<file path="config.mk">
export PLATFORM = sky130hd
export DESIGN_NAME = qdcc_top
export DESIGN_NICKNAME = d
export VERILOG_FILES = /design/src/qdcc_pkg.sv /design/src/qdcc_link_if.sv /design/src/qdcc_sync.sv /design/src/qdcc_decode.sv /design/src/qdcc_top.sv
export VERILOG_INCLUDE_DIRS = /design/src
export SDC_FILE = /design/constraint.sdc
export NUM_CORES = 1
export LEC_CHECK = 0
export ABC_AREA = 1
export BUFFER_PORTS_ARGS = -buffer_cell sky130_fd_sc_hd__buf_2
export CAP_MARGIN = 20
export CORE_MARGIN = 5
export CORE_UTILIZATION = 45
export DETAILED_ROUTE_END_ITERATION = 16
export GPL_ROUTABILITY_DRIVEN = 0
export SYNTH_ARGS = -nofsm -noshare
export SYNTH_HDL_FRONTEND = slang
export SYNTH_HIERARCHICAL = 1
export SYNTH_SLANG_ARGS = --single-unit
export TNS_END_PERCENT = 5
</file>
<file path="constraint.sdc">
create_clock -name clk_i -period 5.9 [get_ports clk_i]
set_input_delay 0.885 -clock clk_i [delete_from_list [all_inputs] [get_ports clk_i]]
set_output_delay 0.885 -clock clk_i [all_outputs]
set_load 0.02 [all_outputs]
</file>
<file path="src/qdcc_map.svh">
// Register offsets, field positions and reset values of the counter block
`ifndef QDCC_MAP_SVH
`define QDCC_MAP_SVH

// Bus widths
`define QDCC_AW 4
`define QDCC_DW 24

// Register offsets
`define QDCC_OFF_CHCFG  4'h0
`define QDCC_OFF_INCTL  4'h1
`define QDCC_OFF_QUAD   4'h2
`define QDCC_OFF_CMD    4'h3
`define QDCC_OFF_PRESET 4'h4
`define QDCC_OFF_LATCH  4'h5
`define QDCC_OFF_ISTAT  4'h6
`define QDCC_OFF_IMASK  4'h7
`define QDCC_OFF_STATUS 4'h8

// Channel configuration fields
`define QDCC_CH_XINV  0
`define QDCC_CH_YINV  1
`define QDCC_CH_ZSTD  2
`define QDCC_CH_ZFUNC 3
`define QDCC_CH_ZGATE 4
`define QDCC_CH_SWAP  5

// Input control fields
`define QDCC_IC_CDIR  0
`define QDCC_IC_FHI   5
`define QDCC_IC_FLO   4
`define QDCC_IC_LOAD  2'h0
`define QDCC_IC_CAPT  2'h2
`define QDCC_IC_GATE  2'h1

// Command bits
`define QDCC_CMD_CLR  0
`define QDCC_CMD_LOAD 1
`define QDCC_CMD_CAPT 2

// Interrupt status bits
`define QDCC_IS_BORROW 0
`define QDCC_IS_MATCH  1
`define QDCC_IS_CARRY  2

// Quadrature multiplication codes
`define QDCC_Q_OFF 2'h0
`define QDCC_Q_X1  2'h1
`define QDCC_Q_X2  2'h2
`define QDCC_Q_X4  2'h3

// Reset values
`define QDCC_RST_CHCFG 6'h00
`define QDCC_RST_INCTL 6'h00
`define QDCC_RST_QUAD  2'h0
`define QDCC_RST_MASK  3'h0

`endif

</file>
<file path="src/qdcc_pkg.sv">
// Types shared by the counter block modules
`default_nettype none
package qdcc_pkg;
`include "qdcc_map.svh"

	// Control input function
	typedef enum logic [2:0] {
		CF_NONE,
		CF_LOAD,
		CF_CAPT,
		CF_RESET,
		CF_GATE
	} qdcc_func_t;

	// Top level state
	typedef struct packed {
		logic [5:0]           chcfg;
		logic [5:0]           inctl;
		logic [1:0]           quad;
		logic [`QDCC_DW-1:0]  cnt;
		logic [`QDCC_DW-1:0]  preset;
		logic [`QDCC_DW-1:0]  latch;
		logic [2:0]           stat;
		logic [2:0]           mask;
		logic                 z_p;
		logic                 dir_up;
		logic                 zlvl;
		logic [`QDCC_DW-1:0]  rdata;
		logic                 irq;
	} qdcc_top_st_t;

	// Synchroniser state
	typedef struct packed {
		logic [2:0] s1;
		logic [2:0] s2;
	} qdcc_sync_st_t;

	// Decoder state
	typedef struct packed {
		logic a_p;
		logic b_p;
	} qdcc_dec_st_t;
endpackage
`default_nettype wire

</file>
<file path="src/qdcc_link_if.sv">
// Signals between the input, decoder and counter modules
`timescale 1ns/1ps
`default_nettype none
interface qdcc_link_if;
	logic       xinv;
	logic       yinv;
	logic       swap;
	logic [1:0] quad;
	logic       cdir;
	logic       xs;
	logic       ys;
	logic       zs;
	logic       inc;
	logic       dec;

	modport top (output xinv, yinv, swap, quad, cdir,
		input zs, inc, dec);
	modport syn (input xinv, yinv, swap, output xs, ys, zs);
	modport dcd (input xs, ys, quad, cdir, output inc, dec);
endinterface
`default_nettype wire

</file>
<file path="src/qdcc_sync.sv">
// Input synchroniser with polarity and swap for the count inputs
`timescale 1ns/1ps
`default_nettype none
module qdcc_sync
	import qdcc_pkg::*;
(
	input  wire logic clk_i,
	input  wire logic rst_i,
	input  wire logic x_i,
	input  wire logic y_i,
	input  wire logic z_i,
	qdcc_link_if.syn  lk
);
	qdcc_sync_st_t r_reg;
	qdcc_sync_st_t r_next;
	logic          a;
	logic          b;

	// Two flop chain, the first stage feeds only the second
	always_comb begin
		r_next    = r_reg;
		r_next.s1 = {z_i, y_i, x_i};
		r_next.s2 = r_reg.s1;
	end

	always_ff @(posedge clk_i or posedge rst_i) begin
		if (rst_i) begin
			r_reg <= '0;
		end else begin
			r_reg <= r_next;
		end
	end

	assign a = r_reg.s2[0] ^ lk.xinv;
	assign b = r_reg.s2[1] ^ lk.yinv;
	assign lk.xs = lk.swap ? b : a;
	assign lk.ys = lk.swap ? a : b;
	assign lk.zs = r_reg.s2[2];
endmodule // qdcc_sync
`default_nettype wire

</file>
<file path="src/qdcc_decode.sv">
// Count input decoder for quadrature, up/down and count/direction
`timescale 1ns/1ps
`default_nettype none
`include "qdcc_map.svh"
module qdcc_decode
	import qdcc_pkg::*;
(
	input  wire logic clk_i,
	input  wire logic rst_i,
	qdcc_link_if.dcd  lk
);
	qdcc_dec_st_t r_reg;
	qdcc_dec_st_t r_next;
	logic         a_edge;
	logic         b_edge;
	logic         a_rise;
	logic         b_rise;
	logic         up_a;
	logic         up_b;

	assign a_edge = lk.xs ^ r_reg.a_p;
	assign b_edge = lk.ys ^ r_reg.b_p;
	assign a_rise = lk.xs & ~r_reg.a_p;
	assign b_rise = lk.ys & ~r_reg.b_p;
	assign up_a = lk.xs ^ lk.ys;
	assign up_b = ~(lk.xs ^ lk.ys);

	// Previous levels and step pulses
	always_comb begin
		r_next     = r_reg;
		r_next.a_p = lk.xs;
		r_next.b_p = lk.ys;
		lk.inc     = 1'b0;
		lk.dec     = 1'b0;
		case (lk.quad)
			`QDCC_Q_OFF: begin
				if (lk.cdir) begin
					lk.inc = a_rise & ~lk.ys;
					lk.dec = a_rise & lk.ys;
				end else begin
					lk.inc = a_rise & ~b_rise;
					lk.dec = b_rise & ~a_rise;
				end
			end
			`QDCC_Q_X1: begin
				lk.inc = a_edge & ~b_edge & up_a & lk.xs;
				lk.dec = a_edge & ~b_edge & ~up_a & ~lk.xs;
			end
			`QDCC_Q_X2: begin
				lk.inc = a_edge & ~b_edge & up_a;
				lk.dec = a_edge & ~b_edge & ~up_a;
			end
			default: begin
				lk.inc = (a_edge & ~b_edge & up_a)
					| (b_edge & ~a_edge & up_b);
				lk.dec = (a_edge & ~b_edge & ~up_a)
					| (b_edge & ~a_edge & ~up_b);
			end
		endcase
	end

	always_ff @(posedge clk_i or posedge rst_i) begin
		if (rst_i) begin
			r_reg <= '0;
		end else begin
			r_reg <= r_next;
		end
	end
endmodule // qdcc_decode
`default_nettype wire

</file>
<file path="src/qdcc_top.sv">
// Counter channel with control input, registers and interrupt
//
// What this block does
// - Counting mode and control function independent
// - Quadrature: X is phase A, Y phase B
// - Quadrature multiplies rate by 1, 2, 4
// - Mode 00, bit0 clear: X up, Y down
// - Mode 00, bit0 set: X counts, Y direction
// - Quadrature direction from relative input phase
// - Quadrature: polarity flip or swap reverses direction
// - Config 0xx ignores control, counting enabled
// - Load mode: control pulse loads preset
// - Capture mode: control pulse latches counter
// - Captured value always coherent
// - Gate mode: control level stops counting
// - Reset mode: control pulse clears counter
// - Software clear, load and capture commands
// - Interrupt on borrow through zero
// - Interrupt on compare match, both directions
// - Counter, preset, latch are 24 bits
// - Interrupt source selectable borrow, match or carry
//
// Chosen here: the placing of the registers and the strobed register port.
`timescale 1ns/1ps
`default_nettype none
`include "qdcc_map.svh"
module qdcc_top
	import qdcc_pkg::*;
(
	input  wire logic                clk_i,
	input  wire logic                rst_i,
	input  wire logic                x_i,
	input  wire logic                y_i,
	input  wire logic                z_i,
	input  wire logic [`QDCC_AW-1:0] addr_i,
	input  wire logic [`QDCC_DW-1:0] wr_data_i,
	input  wire logic                wr_i,
	input  wire logic                rd_i,
	output logic      [`QDCC_DW-1:0] rd_data_o,
	output logic                     irq_o
);
	qdcc_top_st_t r_reg;
	qdcc_top_st_t r_next;
	qdcc_func_t   func;
	qdcc_link_if  lk ();

	logic                zact;
	logic                zpulse;
	logic                cnt_en;
	logic                step_up;
	logic                step_dn;
	logic                cmd_clr;
	logic                cmd_load;
	logic                cmd_capt;
	logic                do_clr;
	logic                do_load;
	logic                do_capt;
	logic                stepped;
	logic [2:0]          ev;
	logic [2:0]          w1c;
	logic                wsel;
	logic [`QDCC_DW-1:0] zero_w;

	assign zero_w = '0;

	// Input synchroniser
	qdcc_sync u_sync (
		.clk_i (clk_i),
		.rst_i (rst_i),
		.x_i   (x_i),
		.y_i   (y_i),
		.z_i   (z_i),
		.lk    (lk.syn)
	);

	// Count decoder
	qdcc_decode u_decode (
		.clk_i (clk_i),
		.rst_i (rst_i),
		.lk    (lk.dcd)
	);

	// Configuration towards the input path
	assign lk.xinv = r_reg.chcfg[`QDCC_CH_XINV];
	assign lk.yinv = r_reg.chcfg[`QDCC_CH_YINV];
	assign lk.swap = r_reg.chcfg[`QDCC_CH_SWAP];
	assign lk.quad = r_reg.quad;
	assign lk.cdir = r_reg.inctl[`QDCC_IC_CDIR];

	assign zact   = r_reg.chcfg[`QDCC_CH_ZSTD] ? lk.zs : ~lk.zs;
	assign zpulse = zact & ~r_reg.z_p;

	// Control function from channel and input control fields
	always_comb begin
		func = CF_NONE;
		if (!r_reg.chcfg[`QDCC_CH_ZGATE]) begin
			func = CF_NONE;
		end else if (r_reg.chcfg[`QDCC_CH_ZFUNC] &&
			r_reg.inctl[`QDCC_IC_FHI:`QDCC_IC_FLO] == `QDCC_IC_LOAD) begin
			func = CF_LOAD;
		end else if (r_reg.chcfg[`QDCC_CH_ZFUNC] &&
			r_reg.inctl[`QDCC_IC_FHI:`QDCC_IC_FLO] == `QDCC_IC_CAPT) begin
			func = CF_CAPT;
		end else if (!r_reg.chcfg[`QDCC_CH_ZFUNC] &&
			r_reg.inctl[`QDCC_IC_FHI:`QDCC_IC_FLO] == `QDCC_IC_LOAD) begin
			func = CF_RESET;
		end else if (!r_reg.chcfg[`QDCC_CH_ZFUNC] &&
			r_reg.inctl[`QDCC_IC_FHI:`QDCC_IC_FLO] == `QDCC_IC_GATE) begin
			func = CF_GATE;
		end else begin
			func = CF_NONE;
		end
	end

	assign cnt_en  = !(func == CF_GATE && zact);
	assign step_up = cnt_en & lk.inc & ~lk.dec;
	assign step_dn = cnt_en & lk.dec & ~lk.inc;

	assign wsel     = wr_i && addr_i == `QDCC_OFF_CMD;
	assign cmd_clr  = wsel && wr_data_i[`QDCC_CMD_CLR];
	assign cmd_load = wsel && wr_data_i[`QDCC_CMD_LOAD];
	assign cmd_capt = wsel && wr_data_i[`QDCC_CMD_CAPT];

	assign do_clr  = (func == CF_RESET && zpulse) || cmd_clr;
	assign do_load = (func == CF_LOAD && zpulse) || cmd_load;
	assign do_capt = (func == CF_CAPT && zpulse) || cmd_capt;
	assign stepped = (step_up | step_dn) & ~do_clr & ~do_load;

	// Interrupt events from counter steps
	always_comb begin
		ev = 3'h0;
		ev[`QDCC_IS_BORROW] = stepped & step_dn
			& (r_reg.cnt == zero_w);
		ev[`QDCC_IS_CARRY] = stepped & step_up
			& (r_reg.cnt == ~zero_w);
		ev[`QDCC_IS_MATCH] = stepped & (step_up
			? (r_reg.cnt + 1'b1) == r_reg.preset
			: (r_reg.cnt - 1'b1) == r_reg.preset);
	end

	// Write one to clear mask for status
	always_comb begin
		w1c = 3'h0;
		if (wr_i && addr_i == `QDCC_OFF_ISTAT) begin
			w1c = wr_data_i[2:0];
		end
	end

	// Next state of counter, registers and outputs
	always_comb begin
		r_next       = r_reg;
		r_next.z_p   = zact;
		r_next.zlvl  = zact;
		r_next.rdata = '0;
		if (do_clr) begin
			r_next.cnt = '0;
		end else if (do_load) begin
			r_next.cnt = r_reg.preset;
		end else if (step_up) begin
			r_next.cnt = r_reg.cnt + 1'b1;
		end else if (step_dn) begin
			r_next.cnt = r_reg.cnt - 1'b1;
		end
		if (stepped) begin
			r_next.dir_up = step_up;
		end
		if (do_capt) begin
			r_next.latch = r_reg.cnt;
		end
		// Register writes
		if (wr_i) begin
			if (addr_i == `QDCC_OFF_CHCFG) begin
				r_next.chcfg = wr_data_i[5:0];
			end else if (addr_i == `QDCC_OFF_INCTL) begin
				r_next.inctl = wr_data_i[5:0];
			end else if (addr_i == `QDCC_OFF_QUAD) begin
				r_next.quad = wr_data_i[1:0];
			end else if (addr_i == `QDCC_OFF_PRESET) begin
				r_next.preset = wr_data_i;
			end else if (addr_i == `QDCC_OFF_IMASK) begin
				r_next.mask = wr_data_i[2:0];
			end
		end
		// Sticky status, a new event wins over clear
		r_next.stat = (r_reg.stat & ~w1c) | ev;
		r_next.irq = |(r_next.stat & r_next.mask);
		// Read data for the next cycle only
		if (rd_i) begin
			if (addr_i == `QDCC_OFF_CHCFG) begin
				r_next.rdata = {18'h0, r_reg.chcfg};
			end else if (addr_i == `QDCC_OFF_INCTL) begin
				r_next.rdata = {18'h0, r_reg.inctl};
			end else if (addr_i == `QDCC_OFF_QUAD) begin
				r_next.rdata = {22'h0, r_reg.quad};
			end else if (addr_i == `QDCC_OFF_PRESET) begin
				r_next.rdata = r_reg.preset;
			end else if (addr_i == `QDCC_OFF_LATCH) begin
				r_next.rdata = r_reg.latch;
			end else if (addr_i == `QDCC_OFF_ISTAT) begin
				r_next.rdata = {21'h0, r_reg.stat};
			end else if (addr_i == `QDCC_OFF_IMASK) begin
				r_next.rdata = {21'h0, r_reg.mask};
			end else if (addr_i == `QDCC_OFF_STATUS) begin
				r_next.rdata = {21'h0, r_reg.zlvl, cnt_en,
					r_reg.dir_up};
			end else begin
				r_next.rdata = '0;
			end
		end
	end

	// State register
	always_ff @(posedge clk_i or posedge rst_i) begin
		if (rst_i) begin
			r_reg       <= '0;
			r_reg.chcfg <= `QDCC_RST_CHCFG;
			r_reg.inctl <= `QDCC_RST_INCTL;
			r_reg.quad  <= `QDCC_RST_QUAD;
			r_reg.mask  <= `QDCC_RST_MASK;
		end else begin
			r_reg <= r_next;
		end
	end

	assign rd_data_o = r_reg.rdata;
	assign irq_o     = r_reg.irq;
endmodule // qdcc_top
`default_nettype wire

</file>
Yosys cells after proc, flatten, opt, wreduce, memory -nomap -nowiden
Index checks and enable logic that the tools add are counted.

word-level totals
  bits in registers = 127
  bits of input ports = 35

cells by class
  $add $sub $neg = 2
  equality and inequality tests = 19
  multiplexer cells = 33
  bitwise gates (word level) = 56
  reductions and logical operators = 28

operators by type and width
  kind                     count
  $mux W24                 10
  $eq A24 B24 Y1           2
  $mux W3                  15
  $and A1 B1 Y1            26
  $add A24 B1 Y24 const B  1
  $eq A24 B24 Y1 const B   1
  $logic_not A24 Y1        1
  $sub A24 B1 Y24 const B  1
  $not A1 Y1               18
  $eq A4 B3 Y1 const B     4
  $logic_and A1 B1 Y1      13
  $eq A4 B2 Y1 const B     2
  $and A3 B3 Y3            2
  $eq A3 B2 Y1 const B     2
  $mux W1                  6
  $pmux W1 S3              2
  $reduce_and A5 Y1        1
  $xor A1 B1 Y1            5
  $eq A2 B1 Y1 const B     2
  $eq A2 B2 Y1 const B     2
  $eq A4 B1 Y1 const B     1
  $eq A4 B4 Y1 const B     1
  $logic_not A2 Y1         2
  $logic_not A4 Y1         1
  other kinds (12)         17

Logic depth before layout (Yosys ltp)
  depth after elaboration = 20
  depth in mapped cells = 35

Hierarchy
The synthesis kept the hierarchy.

modules (own cells, without submodules)
  module       times used  cells each  area an instance (um^2)  sequential area each (um^2)
  qdcc_top     1           1119        7642.3                   2977.9
  qdcc_decode  1           49          271.5                    50.0
  qdcc_sync    1           22          220.2                    150.1

Least setup slack after synthesis
Ideal clock, no wire load.

  kind = register -> register
  start point = register r_reg, in the netlist lk.xinv
  end point = register r_reg, in the netlist irq_o
  library setup time = 0.065 ns
  arrival time = 3.930 ns
  path slack = 1.905 ns
  stages on the path, launching flop included = 30
  clock period less this slack = 3.995 ns
  path through = dfrtp_1 inv_1 nand2_2 nand3_1 nand2_1 ha_1 nor2_1 nand3_1 nand2_1 nand2_1 nand3_1 inv_1 nor2_1 nand2_1 ha_1 buf_4 nand2_1 nor2_1 nand2_1 nand3_2 xnor3_4 inv_1 nand2_1 nor2_1 nand3_1 nor2_1 nand2_1 nand2_2 nand2_1 nand2_1

RTL lines
  element                   line             source
  start: declaration        qdcc_top.sv:42   qdcc_top_st_t r_reg;
  start signal: assignment  qdcc_top.sv:221  r_reg <= r_next;

==> flow_summary.json <==
{
  "status": "completed",
  "io_buffers": 59,
  "via_per_inst": 5.16,
  "powerDensity_nw_per_um2": 587,
  "synth-seq-cells": 127,
  "synth_cells": 1190,
  "synth_ff_type": "dfrtp_1",
  "worst_setup_path_end_kind": "flop",
  "tns_ns": 0,
  "h-tree-depth": 4,
  "synthArstFlopShare_pct": 100,
  "cap_viol_max_count": 0,
  "clockBufferDepth": 2,
  "ys_seq_area_share_pct": 39.1,
  "slowest_stage": "ha_1",
  "critPathKind": "reg -> reg",
  "finalWirelength_um": 23500,
  "finalSetupViolCount": 0,
  "slew_violations": 0,
  "required_ns": 6.26,
  "critPathLaunch": "lk.xinv",
  "io_pins": 60,
  "fin_nets": 1289,
  "clock_latency_ns": 0.43,
  "vias": 7567,
  "power_leakage_uw": 0.00491,
  "hpwl_um": 17200,
  "cpMostUsedCell": "nand2_1",
  "timing.final.crit_share_pct": 74.7,
  "core-area_um2": 17900,
  "ys_warn_count": 6,
  "whs_ns": 0.336,
  "die_h_um": 144,
  "rows": 49,
  "start_kind": "flop",
  "cts_buffers": 17,
  "grt_pass1_wl_um": 38000,
  "rsz0062_at_grt": "no",
  "skew_ns": 0.0133,
  "yosys-top-cells-count": "351 x nand2_1, 190 x inv_1, 127 x dfrtp_1",
  "die_w_um": 144,
  "drive_above_1_share_pct": 10.0,
  "netlist_area_um2": 8130,
  "track_usage_pct": 23.5,
  "path_clk_slew_ns": 0.06,
  "postCtsSetupBuffers": 0,
  "slew_headroom_pct": 35.3,
  "drt_iter0_markers": 595,
  "syn_to_final_growth_pct": 12.3,
  "hold_viol": 0,
  "drtAntennaViolNets": 0,
  "cts_tree": "yes",
  "ctsRootBufferMaster": "clkbuf_16",
  "grt_max_degree": 77,
  "overflow": 0,
  "min_path_type": "in -> async",
  "cpPeakStageDelay_ns": 0.42,
  "wire_per_inst_um": 16.0,
  "cts.sinks": 127,
  "drtPass1Iterations": 6,
  "ys_types": 32,
  "syn_nets": 1254,
  "synth_most_common_cell": "nand2_1",
  "worstPathMaxFanout": 30,
  "antenna_cells": 0,
  "crit-reg2reg-launch": "lk.xinv",
  "cts_resized": 0,
  "finalCriticalPeriod_ns": 4.41,
  "antenna_found_initial": 0,
  "yosysTopAreaCellShare_pct": 39.1,
  "die-area_um2": 20900,
  "largest_register_ffs": 88,
  "grt_pass1_vias": 7258,
  "synth_top_area_cell": "dfrtp_1",
  "ir_worst_vdd_v": 0.000277,
  "arrival_ns": 4.77,
  "initial_core_util_pct": 45.4,
  "drc": 0,
  "hold_buffers": 0,
  "synth_area_leaders": "dfrtp_1 39%, nand2_1 16%, inv_1 8.8%, nand3_1 5.8%, o21ai_0 5.4%",
  "synth_edf_count": 0,
  "syn_avg_cell_area_um2": 6.84,
  "tightest_slew_ns": 0.970,
  "max_freq_mhz": 227
}
-- per-stage QoR --
step / total power (uW) / utilization (%) / worst slack [ns] / cell area [um2] / instances
6_report: 5360 / 51.0 / 1.49 / 9130 / 1466
5_1_grt: 5880 / 51.0 / 1.02 / 9130 / 1466
4_1_cts: 5350 / 50.9 / 1.52 / 9100 / 1465
3_5_place_dp: 4220 / 47.5 / 1.53 / 8500 / 1434
3_3_place_gp: 4200 / 47.4 / 1.63 / 8490 / 1433
2_1_floorplan: 3510 / - / 1.86 / 8130 / 1190
-- final timing paths --
check | slack [ns] | cells after the start | end
max in group asynchronous | 4.35 | 4 | r_reg[91]
worst max register to register | 1.49 | 32 | irq_o
worst min register to register | 0.35 | 0 | u_sync/lk.zs
worst min-delay path | 0.34 | 2 | u_decode/r_reg[0]
worst max-delay path | 1.49 | 32 | irq_o
min in group clk_i | 0.35 | 0 | u_sync/lk.zs
-- report_power, final --
| part | switching [uW] | internal, uW | leakage [uW] |
|---|---|---|---|
| Sequential | 195 | 1100 | 0.00155 |
| Clock | 435 | 669 | 0.000281 |
| Combinational | 1970 | 989 | 0.00308 |
-- cells in the final DEF, fill, tap and decap left out, types with 2 or more instances in the layout --
cell        count
a21oi_2         3
a21oi_1        82
ha_1           28
nor2_2          4
clkbuf_16      17
nand3b_1        5
nand3_1        95
clkinv_4        2
nand3_2         4
nor4_1          6
buf_4           4
o2111ai_1       3
nor2_1         98
nand2_1       350
inv_6           3
o22ai_1         4
bufinv_16       3
nand2_2        10
clkinvlp_4      5
dfrtp_1       127
nor3_1          2
inv_1         189
o21ai_0        88
inv_2           3
xor2_1          8
buf_2          59
nand4_1        22
-- logic make-up after synthesis --
logic type	count (synthesis)	share of synthesized area, %
xor gates and xnor gates	9	1.18
adders and majority gates	29	4.55
buffers and inverters	242	12.3
and+or+nand+nor	597	30.9
DFF	127	39.1
AOI/OAI and AO/OA	186	11.9
-- cell type report --
cell class / count / area, um2
Timing Repair Buffer: 65 / 364
Tap cell: 229 / 287
Sequential cell: 127 / 3180
Multi-Input combinational cell: 821 / 3970
Inverter: 193 / 727
Fill cell: 1845 / 8770
Clock inverter: 14 / 183
Clock buffer: 17 / 425
-- routing by layer --
| metal | up-vias | part of all wire, % | GRT usage [%] |
|---|---|---|---|
| met5 | - | 0 | 0 |
| met4 | 0 | 1.9 | 6.09 |
| met3 | 29 | 5.4 | 5.13 |
| met2 | 189 | 44 | 36.5 |
| met1 | 3513 | 48 | 33.6 |
| li1 | 3836 | - | - |
-- worst max-delay path: cells and delay by family, from the launching register on --
| family | cells | cell delay (ns) |
|---|---|---|
| AND/OR/NAND/NOR | 26 | 2.77 |
| adder cells (fa/ha/maj) | 2 | 0.75 |
| buffers and inverters | 4 | 0.42 |
| flip-flops | 1 | 0.40 |
Note: power is estimated with default switching activity, not from simulation.
